File: src/include/qubp_map.svh
// widths and codes of the quad channel host bus port
`ifndef QUBP_MAP_SVH
`define QUBP_MAP_SVH

`define QUBP_ADDR_W 3
`define QUBP_DATA_W 8
`define QUBP_CHAN_W 2
`define QUBP_SEL_W 4

`define QUBP_CHAN_A 2'h0
`define QUBP_CHAN_B 2'h1
`define QUBP_CHAN_C 2'h2
`define QUBP_CHAN_D 2'h3

`define QUBP_MODE_STROBE 1'b1
`define QUBP_MODE_RWLINE 1'b0

`define QUBP_BYTE_RST 8'h00
`define QUBP_ADDR_RST 3'h0
`define QUBP_STROBE_IDLE 1'b1

`endif

File: src/include/qubp_pkg.sv
// types shared by the quad channel host bus port
`default_nettype none
`include "qubp_map.svh"

package qubp_pkg;

  typedef logic [`QUBP_ADDR_W-1:0] qubp_addr_t;
  typedef logic [`QUBP_DATA_W-1:0] qubp_byte_t;
  typedef logic [`QUBP_CHAN_W-1:0] qubp_chan_t;
  typedef logic [`QUBP_SEL_W-1:0] qubp_sel_t;

  typedef enum logic [1:0] {
    QUBP_IDLE,
    QUBP_RD_FETCH,
    QUBP_RD_DRIVE,
    QUBP_WR_WAIT
  } qubp_state_t;

endpackage : qubp_pkg

`default_nettype wire

File: src/logic/qubp_edge_det.sv
// edge detector for one synchronous, idle-high bus control input
`timescale 1ns/1ps
`default_nettype none
`include "qubp_map.svh"

module qubp_edge_det (
  // clock and reset
  input wire logic clk_i,
  input wire logic rst_n_i,
  // watched level
  input wire logic level_i,
  // edge pulses
  output logic fall_o,
  output logic rise_o
);

  logic prev_ff;
  logic nxt_prev;

  always_comb begin
    nxt_prev = level_i;
  end

  // idle-high reset so a strobe already low at release counts as a fall
  always_ff @(posedge clk_i or negedge rst_n_i) begin
    if (!rst_n_i) begin
      prev_ff <= `QUBP_STROBE_IDLE;
    end else begin
      prev_ff <= nxt_prev;
    end
  end

  assign fall_o = prev_ff & ~level_i;
  assign rise_o = ~prev_ff & level_i;

endmodule : qubp_edge_det

`default_nettype wire

File: src/logic/qubp_bus_port.sv
// host parallel bus port of a four channel serial device
//
// Function
// - three address bits pick channel register
// - mode pin high strobes, low read/write line
// - strobe mode: read strobe fall starts read
// - read byte driven, host latches at rise
// - strobe mode: write strobe fall starts write
// - write strobe rise loads bus byte; line mode: channel A select rise
// - read/write line mode: high read, low write
// - channel A select gates channel A access
// - line mode: channel A select is chip select
// - eight bit two way data bus
// - strobe mode: B, C, D selects gate channels
// - line mode: B, C selects are channel address
`timescale 1ns/1ps
`default_nettype none
`include "qubp_map.svh"

module qubp_bus_port (
  // clock and reset
  input wire logic CORE_CLK_I,
  input wire logic NRST_I,
  // protocol select
  input wire logic MODE_SEL_I,
  // host address and control
  input wire qubp_pkg::qubp_addr_t ADDR_I,
  input wire logic READ_STROBE_N_I,
  input wire logic WRITE_STROBE_N_I,
  input wire logic CHAN_A_SELECT_N_I,
  input wire logic CHAN_B_SELECT_N_I,
  input wire logic CHAN_C_SELECT_N_I,
  input wire logic CHAN_D_SELECT_N_I,
  // host data bus, split into three signals
  input wire qubp_pkg::qubp_byte_t DATA_I,
  output qubp_pkg::qubp_byte_t DATA_O,
  output logic DATA_OE_O,
  // access toward the channel registers
  output logic REG_RD_O,
  output logic REG_WR_O,
  output qubp_pkg::qubp_chan_t REG_CHAN_O,
  output qubp_pkg::qubp_addr_t REG_ADDR_O,
  output qubp_pkg::qubp_byte_t REG_WDATA_O,
  input wire qubp_pkg::qubp_byte_t REG_RDATA_I
);

  import qubp_pkg::*;

  // one-hot-low select lines to a channel number, A wins on overlap
  function automatic qubp_chan_t sel_to_chan(input qubp_sel_t sel_n);
    qubp_chan_t chan;
    chan = `QUBP_CHAN_A;
    if (!sel_n[0]) begin
      chan = `QUBP_CHAN_A;
    end else if (!sel_n[1]) begin
      chan = `QUBP_CHAN_B;
    end else if (!sel_n[2]) begin
      chan = `QUBP_CHAN_C;
    end else if (!sel_n[3]) begin
      chan = `QUBP_CHAN_D;
    end
    return chan;
  endfunction : sel_to_chan

  function automatic logic any_sel(input qubp_sel_t sel_n);
    return ~&sel_n;
  endfunction : any_sel

  qubp_state_t state_ff;
  qubp_state_t nxt_state;
  logic mode_ff;
  logic nxt_mode;
  logic rd_ff;
  logic nxt_rd;
  logic wr_ff;
  logic nxt_wr;
  qubp_chan_t chan_ff;
  qubp_chan_t nxt_chan;
  qubp_addr_t addr_ff;
  qubp_addr_t nxt_addr;
  qubp_byte_t wdata_ff;
  qubp_byte_t nxt_wdata;
  qubp_byte_t rdata_ff;
  qubp_byte_t nxt_rdata;

  qubp_sel_t sel_n;
  logic strobe_mode;
  logic cs_on;
  qubp_chan_t cur_chan;
  logic rd_active;
  logic rd_fall;
  logic wr_fall;
  logic wr_rise;
  logic cs_fall;
  logic cs_rise;

  assign sel_n = {CHAN_D_SELECT_N_I, CHAN_C_SELECT_N_I,
                  CHAN_B_SELECT_N_I, CHAN_A_SELECT_N_I};
  assign strobe_mode = (MODE_SEL_I == `QUBP_MODE_STROBE);

  qubp_edge_det u_rd_edge (
    .clk_i(CORE_CLK_I),
    .rst_n_i(NRST_I),
    .level_i(READ_STROBE_N_I),
    .fall_o(rd_fall),
    .rise_o()
  );

  qubp_edge_det u_wr_edge (
    .clk_i(CORE_CLK_I),
    .rst_n_i(NRST_I),
    .level_i(WRITE_STROBE_N_I),
    .fall_o(wr_fall),
    .rise_o(wr_rise)
  );

  qubp_edge_det u_cs_edge (
    .clk_i(CORE_CLK_I),
    .rst_n_i(NRST_I),
    .level_i(CHAN_A_SELECT_N_I),
    .fall_o(cs_fall),
    .rise_o(cs_rise)
  );

  // current chip select and channel, per protocol
  always_comb begin
    if (strobe_mode) begin
      cs_on = any_sel(sel_n);
      cur_chan = sel_to_chan(sel_n);
    end else begin
      cs_on = ~CHAN_A_SELECT_N_I;
      cur_chan = {CHAN_C_SELECT_N_I, CHAN_B_SELECT_N_I};
    end
  end

  // read strobe has no meaning in line mode
  always_comb begin
    if (strobe_mode) begin
      rd_active = cs_on & ~READ_STROBE_N_I;
    end else begin
      rd_active = cs_on & WRITE_STROBE_N_I;
    end
  end

  always_comb begin
    nxt_state = state_ff;
    nxt_mode = MODE_SEL_I;
    nxt_rd = 1'b0;
    nxt_wr = 1'b0;
    nxt_chan = chan_ff;
    nxt_addr = addr_ff;
    nxt_wdata = wdata_ff;
    nxt_rdata = rdata_ff;
    // a mode flip mid transfer drops it rather than mixing protocols
    if ((state_ff != QUBP_IDLE) && (mode_ff != MODE_SEL_I)) begin
      nxt_state = QUBP_IDLE;
    end else begin
      case (state_ff)
        QUBP_IDLE: begin
          if (strobe_mode) begin
            if (rd_fall && cs_on) begin
              nxt_chan = cur_chan;
              nxt_addr = ADDR_I;
              nxt_rd = 1'b1;
              nxt_state = QUBP_RD_FETCH;
            end else if (wr_fall && cs_on) begin
              nxt_chan = cur_chan;
              nxt_addr = ADDR_I;
              nxt_state = QUBP_WR_WAIT;
            end
          end else if (cs_fall) begin
            nxt_chan = cur_chan;
            nxt_addr = ADDR_I;
            if (WRITE_STROBE_N_I) begin
              nxt_rd = 1'b1;
              nxt_state = QUBP_RD_FETCH;
            end else begin
              nxt_state = QUBP_WR_WAIT;
            end
          end
        end
        QUBP_RD_FETCH: begin
          // channel answers in the cycle the read pulse is high
          nxt_rdata = REG_RDATA_I;
          nxt_state = QUBP_RD_DRIVE;
        end
        QUBP_RD_DRIVE: begin
          if (!rd_active) begin
            nxt_state = QUBP_IDLE;
          end
        end
        QUBP_WR_WAIT: begin
          if (strobe_mode ? wr_rise : cs_rise) begin
            nxt_wdata = DATA_I;
            nxt_wr = 1'b1;
            nxt_state = QUBP_IDLE;
          end
        end
        default: begin
          nxt_state = QUBP_IDLE;
        end
      endcase
    end
  end

  always_ff @(posedge CORE_CLK_I or negedge NRST_I) begin
    if (!NRST_I) begin
      state_ff <= QUBP_IDLE;
      mode_ff <= `QUBP_MODE_STROBE;
      rd_ff <= 1'b0;
      wr_ff <= 1'b0;
      chan_ff <= `QUBP_CHAN_A;
      addr_ff <= `QUBP_ADDR_RST;
      wdata_ff <= `QUBP_BYTE_RST;
      rdata_ff <= `QUBP_BYTE_RST;
    end else begin
      state_ff <= nxt_state;
      mode_ff <= nxt_mode;
      rd_ff <= nxt_rd;
      wr_ff <= nxt_wr;
      chan_ff <= nxt_chan;
      addr_ff <= nxt_addr;
      wdata_ff <= nxt_wdata;
      rdata_ff <= nxt_rdata;
    end
  end

  // enable follows the live strobe and select so release is immediate
  assign DATA_OE_O = (state_ff == QUBP_RD_DRIVE) & rd_active;
  assign DATA_O = rdata_ff;

  assign REG_RD_O = rd_ff;
  assign REG_WR_O = wr_ff;
  assign REG_CHAN_O = chan_ff;
  assign REG_ADDR_O = addr_ff;
  assign REG_WDATA_O = wdata_ff;

endmodule : qubp_bus_port

`default_nettype wire

File: config.mk
export PLATFORM = sky130hd
export DESIGN_NAME = qubp_bus_port
export DESIGN_NICKNAME = d
export VERILOG_FILES = /design/src/include/qubp_pkg.sv /design/src/logic/qubp_edge_det.sv /design/src/logic/qubp_bus_port.sv
export VERILOG_INCLUDE_DIRS = /design/src /design/src/include
export SDC_FILE = /design/constraint.sdc
export NUM_CORES = 1
export LEC_CHECK = 0
export BUFFER_PORTS_ARGS = -buffer_cell sky130_fd_sc_hd__buf_2
export CORE_MARGIN = 8
export CORE_UTILIZATION = 45
export CTS_BUF_LIST = sky130_fd_sc_hd__clkbuf_4 sky130_fd_sc_hd__clkbuf_8
export DETAILED_ROUTE_END_ITERATION = 10
export GPL_ROUTABILITY_DRIVEN = 1
export PLACE_DENSITY = 0.74
export SETUP_SLACK_MARGIN = 0.3
export SYNTH_ARGS = -nofsm -noshare
export SYNTH_HDL_FRONTEND = slang
export SYNTH_SLANG_ARGS = --single-unit
File: constraint.sdc
create_clock -name CORE_CLK_I -period 3.16 [get_ports CORE_CLK_I]
set_clock_uncertainty 0.05 [all_clocks]
set_input_delay 0.632 -clock CORE_CLK_I [delete_from_list [all_inputs] [get_ports CORE_CLK_I]]
set_output_delay 0.632 -clock CORE_CLK_I [all_outputs]
set_load 0.1 [all_outputs]
==> metrics list, run 1 <==
* Status: finished clean
- The routed layout has between 900 and 1k vias.
* Global Route met3 Usage: 0.0692
- Hold is met by roughly 280 ps.
- Met1 routing resource usage after global routing: 0.132
- Max-cap check violation count: 0
* Cell area after layout: 1690 um^2
- Measured in cells, the most critical reg-to-reg path has a length of 4.
- In this run the post-CTS setup repair buffer count came out at 0.
- Number of storage elements in the synthesis netlist: 29
- EDFF count, synth: 0
- The H-tree generated during clock tree synthesis spans 2 levels.
* GRT overflow: 0
* Endpoint required time on the critical path: 2480 ps
- CTS max path bufs: 2
* Total wirelength of the detailed-routed design: between 2 and 3 mm
- For this run, the post-layout net count is between 150 and 200.
- Inserted Clock Buffers: 5
- Y dimension of the die: approximately 70 um
* Distinct cells, synth: 33
* Initial Util: 0.458
- Across every metal layer, demand over resource in global routing totals 0.124.
* Max Clock Freq: roughly 380 MHz
* Clock tree from TritonCTS: built
* Number of buffers inserted by hold repair at cts: 0
- Critical Path Start Type: input pin
- At the pin with the least slew margin, the transition time is approximately 660 ps.
- Die outline width: between 70 and 80 um
- The number of antenna diodes in the final layout is 0.
* Sum of net half-perimeters after detailed placement: roughly 2.2 mm
- For met2 alone, demand over resource in global routing was 0.197.
* Per-instance average area after synthesis: 14.1 um^2
- The later pin in the worst-skew pair is clocked with a latency of around 320 ps.
* Worst min-delay path class: input pin to asynchronous set/reset pin
- Measured against its own limit, the worst slew margin works out to 0.560.
* Synthesized netlist net count: 124
- Core area: slightly below 3000 um^2
- Among all flip-flop cells after synthesis, the most frequent one is dfrtp_1.
* Most Crowded Layer GR: met2
- Of the cells placed in the final design, the portion with a size suffix greater than 1 is 0.605.
- Data arrival time of the critical path: between 1500 and 2000 ps
* # clock sinks: 29
- The floorplan has 20 rows.
- Synth Cell Area: ~1400 um^2
* Ports: 52
* Final routed DRC violation total: 0
- Count of fill cells added during filler insertion: between 200 and 300
- Layout area overhead: 24.8%
- The number of antenna violations at the first check in global routing came to 0.
- In this run the worst setup path begins at MODE_SEL_I.
- Post-cts resize count: 0
- Leaving out filler cells and counting taps, the final layout contains 185.
* Critical path class: input pin to output pin
- Mean routed wirelength per cell: around 16 um
- The floorplan step defined a die boundary enclosing roughly 5000 um^2.
* Unrepaired setup endpoints after global routing: false
* Synth Instances: 96
- Of the synthesized area, sequential elements account for 0.540.
- In this run the clock root is driven by a clkbuf_4.
- In this run the remaining antenna-violating nets after routing total 0.
- Clock-pin slew of the registers on the worst-case setup and hold paths: 90 ps
- Hold Vio Cnt, Final: 0
* First drt pass iteration count: 4
* Placed cell area: ~1600 um^2
- Final critical delay including setup and external delays: 2650 ps
- Number of violations reported at the end of detailed-routing iteration 0: 47
- Number of input and output port buffers inserted: just over 50
- The first global-routing pass estimated roughly 4.9 mm of wire.
- Placer Congestion: around 0.86
- Number of global-route vias before repair: approximately 1.1k
* Average vias per placed instance: approximately 5.1
* Final slew viol count: 0
- Of the available clock period, the critical path in the final layout requires 0.838.
- Setup violations remaining at the end of the flow were counted as 0.
* Source of the worst register-to-register timing path: mode_ff
- In the synthesized netlist the async set-or-reset flop fraction comes to 1.00.
* Pin count of the biggest net entering global routing: 30
* Placed Instances: 177
* Critical Path Fanout Max: 16
* Sum of negative setup slack: 0 ps
- For this run, the number of Yosys warnings is 0.
- STA classifies the critical path endpoint as an output pin.
==> layer usage <==
metal / wire (um) / share of wire
met5: 0 / 0
met4: 49 / 0.017
met3: 343 / 0.12
met2: 1340 / 0.46
met1: 1170 / 0.40
==> cell families (layout without fill, tap and decap cells) <==
logic type | Yosys count | count (layout) | synth area share
flip-flops | 29 | 29 | 0.540
multiplexers | 22 | 22 | 0.207
AND/OR/NAND/NOR | 21 | 21 | 0.113
AO/OA/AOI/OAI | 14 | 14 | 0.0934
buffers and inverters | 9 | 65 | 0.0398
XOR/XNOR | 1 | 1 | 0.00648
==> worst max-delay path, stage by stage <==
cell and delay, ps:
buf_2 310, mux2_4 350, nor4b_4 210, buf_2 470
==> stage by stage <==
step,utilization,worst slack [ps]
3_5_place_dp,0.548,518
5_1_grt,0.572,443
3_3_place_gp,0.548,533
2_1_floorplan,-,358
6_report,0.572,511
4_1_cts,0.572,513
==> area by class of cell <==
type,count,area (um^2),share of cell area
flip-flops and latches,29,731,0.433
well taps,33,41.3,0.0245
repair buffers,51,255,0.151
clock buffers,7,65.1,0.0385
clock inverters,1,5.00,0.00297
multi-input cells,58,568,0.337
inverters,6,22.5,0.0133
==> sequential cells by signal, summed over array words and instances (netlist names) <==
register / flops
DATA_O: 8
REG_ADDR_O: 3
REG_CHAN_O: 2
REG_RD_O: 1
REG_WDATA_O: 8
REG_WR_O: 1
mode_ff: 1
state_ff: 2
u_cs_edge.prev_ff: 1
u_rd_edge.prev_ff: 1
u_wr_edge.prev_ff: 1
==> cell usage in the layout (no fill, tap or decap), types with 2 or more instances in the layout <==
cell      Yosys  layout
nand4_1       2       2
a21oi_1       2       2
a31oi_1       2       2
mux2_4        9       9
buf_2         1      51
dfstp_2       4       4
o21ai_0       2       2
nor2_1        3       3
inv_1         6       6
clkbuf_4      0       5
nand2_1       5       5
dfrtp_1      25      25
nor2b_1       3       3
mux2_2       12      12
clkbuf_8      0       2
==> worst paths after layout <==
| kind | endpoint | slack [ps] |
|---|---|---|
| worst max-delay path | DATA_OE_O | 510 |
| worst min-delay path | REG_WDATA_O[7] | 280 |
| worst max register to register | REG_WDATA_O[0] | 1560 |
| worst min register to register | DATA_O[2] | 450 |
| max in group asynchronous | REG_CHAN_O[1] | 2350 |
| min in group CORE_CLK_I | u_rd_edge.prev_ff | 370 |
==> cells in the mapped netlist, types with 2 or more instances <==
library cell | n | area, um^2
nor2b_1 | 3 | 18.8
nand2_1 | 5 | 18.8
dfstp_2 | 4 | 105
o21ai_0 | 2 | 10.0
mux2_2 | 12 | 135
mux2_4 | 9 | 135
a21oi_1 | 2 | 10.0
a31oi_1 | 2 | 12.5
dfrtp_1 | 25 | 626
nor2_1 | 3 | 11.3
inv_1 | 6 | 22.5
nand4_1 | 2 | 12.5
Power of run 1 is not shown: default switching activity piles up to over one toggle a cycle in this logic, so the estimate is an artifact.
==> run 2: changes to the inputs <==
ABC_AREA = 1   (was default)
PLACE_DENSITY = 0.75   (was 0.74)
clock period = 2.8 ns   (was 3.16 ns; I/O delays follow)
==> metrics list, run 2 <==
- Critical Path Start Type: flop
- CTS placed an instance of clkbuf_4 at the clock tree root.
- Worst path cell trace: a21oi_1, nand3_1, nor2_2, buf_2
* CTS max path bufs: 2 (unchanged)
- The worst register-to-register path begins at state_ff[0].
- The post-layout net count came to 239 (+34%).
* Sum of buffers and inverters on the critical path: 1 (-1)
- R2R Setup Slk: 1160 ps (-400 ps)
- The wire length of the first global-routing pass is 5.30 mm (+7.4%).
- Mean routed wirelength per cell: 12.5 um (-21%)
- The post-cts hold buffer count was 0 (unchanged).
- The combined global-route utilization of all metal layers is 0.131 (+0.00739).
- The clock insertion delay at the later pin of the skew report is 320 ps (about the same).
- The number of buffer cells added on primary ports came to 51 (unchanged).
* Ant diodes: 0 (unchanged)
* Share of final-layout standard cells stronger than drive strength 1: 0.377 (-0.228)
- The run finished with clean final reports.
- The deepest level of the CTS H-tree was 2 (unchanged).
* Routed wire length on met2: 1.51 mm (+13%)
* Antenna violations before repair: 0 (unchanged)
- Synthesized netlist net count: 183 (+48%)
- The wire length on met1 was 1.30 mm (+11%).
* Endpoint required time on the critical path: 2190 ps (-290 ps)
- The biggest cell delay along the critical path is 590 ps (+120 ps).
* Placer Congestion: 0.828 (-4.2%)
* Worst min-delay path class: input pin to asynchronous set/reset pin
- The count of max-cap constraint violations was 0 (unchanged).
* Met3 wire length: 193 um (-44%)
- Number of violations reported at the end of detailed-routing iteration 0: 56 (+19%)
- The biggest area contributor in the post-synthesis netlist is dfrtp_1.
- Tcrit/Tclk final: 0.837
* Row count: 20 (unchanged)
- Synth Instances: 155 (+61%)
- Placed cell area: 1620 um^2 (+0.39%)
- The highest layer touched by signal routing is met4.
- Die footprint: 4980 um^2 (-0.65%)
- By startpoint and endpoint, the worst setup path is classified as flop to output pin.
* Sum of net half-perimeters after detailed placement: 2.32 mm (+6.2%)
- The setup total negative slack is 0 ps (unchanged).
- The async set or reset register ratio after synthesis came to 1.00 (unchanged).
- The number of buffers inserted during clock tree synthesis was 5 (unchanged).
- The number of cell instances on the worst register-to-register path is 9 (+5).
- Type of element capturing the critical path: output pin
- The worst path needs around 2300 ps of the cycle, external delays included.
- Unrepaired setup endpoints after global routing: false
- Setup bufs post-CTS: 0 (unchanged)
- The die extent in x came to 70.6 um (-0.32%).
- Average vias per placed instance: 4.81 (-6.4%)
* # clock sinks: 29 (unchanged)
- Final routed DRC violation total: 0 (unchanged)
- The worst-case headroom to the max-slew limit is 0.590 (+0.0296).
- Final slew viol count: 0 (unchanged)
- Clock tree from TritonCTS: built
- Post-cts resize count: 0 (unchanged)
- The slew of the pin with the lowest slew margin was 616 ps (-44.4 ps).
* Most common cell after layout, fill and taps aside: nand2_1
* Family of cells with the greatest summed delay on the critical path: flip-flops
* Antenna violation net count after detailed routing: 0 (unchanged)
- Number of storage elements in the synthesis netlist: 29 (unchanged)
* Per-instance average area after synthesis: 8.65 um^2 (-39%)
* Most frequent cell after synthesis: nand2_1
* EDFF count, synth: 0 (unchanged)
- Data arrival time of the critical path: 1730 ps (-240 ps)
* Synth top area share: 0.466 (+0.00388)
* Dominant synthesized flop cell: dfrtp_1
- Distinct cells, synth: 23 (-30%)
* Share of the yosys chip area belonging to registers: 0.545 (+0.00454)
- The number of vias in the routed layout was 1,178 (+24%).
* Core area: 2950 um^2 (unchanged)
- The summed instance area of the synthesized netlist came to 1340 um^2 (-0.83%).
- Final setup violation count: 0 (unchanged)
- After synthesis, the cell types taking the most area are dfrtp_1 (47%), nand2_1 (18%), dfstp_2 (7.8%), nand3_1 (5.2%), inv_1 (3.6%).
- For this run, the top clock speed supported by timing is 427 MHz.
- The design area came to 1710 um^2 (+1.5%).
* Y dimension of the die: 70.6 um (-0.32%)
- Pin count of the biggest net entering global routing: 30 (unchanged)
* Number of global-route vias before repair: 1,168 (+9.1%)
- In this run the critical register-to-register path is captured at state_ff[1].
- The critical-path maximum fanout is 13 (-3).
- Highest-count cells in the layout ignoring fill and taps: nand2_1 (63), buf_2 (51), dfrtp_1 (25)
* GRT overflow: 0 (unchanged)
* Highest-delay cell along the critical path: dfrtp_1
- First drt pass iteration count: 4 (unchanged)
- The total routed wirelength came to 3.06 mm (+5.1%).
- Hold Vio Cnt, Final: 0 (unchanged)
- Clock-pin slew of the registers on the worst-case setup and hold paths: 90 ps (about the same)
* Initial Util: 0.454 (-0.00381)
* Synth Warn #: 0 (unchanged)
- Top post-synthesis cells by count: nand2_1 (63), dfrtp_1 (25), nand3_1 (14), inv_1 (13), nor2_1 (7)
* Layout area overhead: 27.7%
* Ports: 52 (unchanged)
run 2: cell types whose count changed in the layout (fill, tap and decap cells not counted), sizes merged, moves of 2 or more:
cell	before	now
inv	6	14
nor2b	3	0
nand2	5	69
or2	0	2
nor2	4	9
o21ai	3	7
a31oi	3	0
mux2	21	0
nand3	1	16
run 2: worst max path at each step:
stage	start	to	cells after the start
2_1_floorplan	MODE_SEL_I	DATA_OE_O	4
3_3_place_gp	MODE_SEL_I	DATA_OE_O	6
3_5_place_dp	MODE_SEL_I	DATA_OE_O	6
4_1_cts	state_ff[0]	DATA_OE_O	4
5_1_grt	state_ff[0]	DATA_OE_O	4
6_report	state_ff[0]	DATA_OE_O	4
run 2: metal layers:
| layer | vias to the layer above | GRT usage |
|---|---|---|
| li1 | 598 | - |
| met1 | 544 | 0.146 |
| met2 | 30 | 0.216 |
| met3 | 6 | 0.0452 |
| met4 | 0 | 0.0693 |
| met5 | - | 0 |
run 2: logic make-up (layout without fill, tap and decap cells):
family          after synthesis  count (layout)  share of synthesized area
simple gates                 98              98                      0.338
flops                        29              29                      0.545
buf+inv                      17              74                     0.0578
compound gates               11              11                     0.0597
run 2: final cells by class:
class                   instances  area, um^2
clock buffers                   7        58.8
clock inverters                 1        30.0
fillers                       282        1240
inverters                      15        61.3
multi-input cells             109         536
flip-flops and latches         29         731
well taps                      33        41.3
repair buffers                 51         255
run 2: worst reg2reg max path: cells and delay by family (launching register included):
family	cells	cell delay, ps
buffers and inverters	3	270
and+or+nand+nor	6	510
DFF	1	690
run 2: metrics by stage:
| stage | std cells | worst slack (ps) | utilization | hold slack, ps |
|---|---|---|---|---|
| floorplan | 155 | 511 | - | 214 |
| global placement | 237 | 626 | 0.550 | 401 |
| detailed placement | 237 | 603 | 0.550 | 407 |
| CTS | 245 | 442 | 0.580 | 218 |
| global route | 245 | 342 | 0.580 | 225 |
| finish | 245 | 456 | 0.580 | 195 |
Power of run 2 is left out for the same reason.
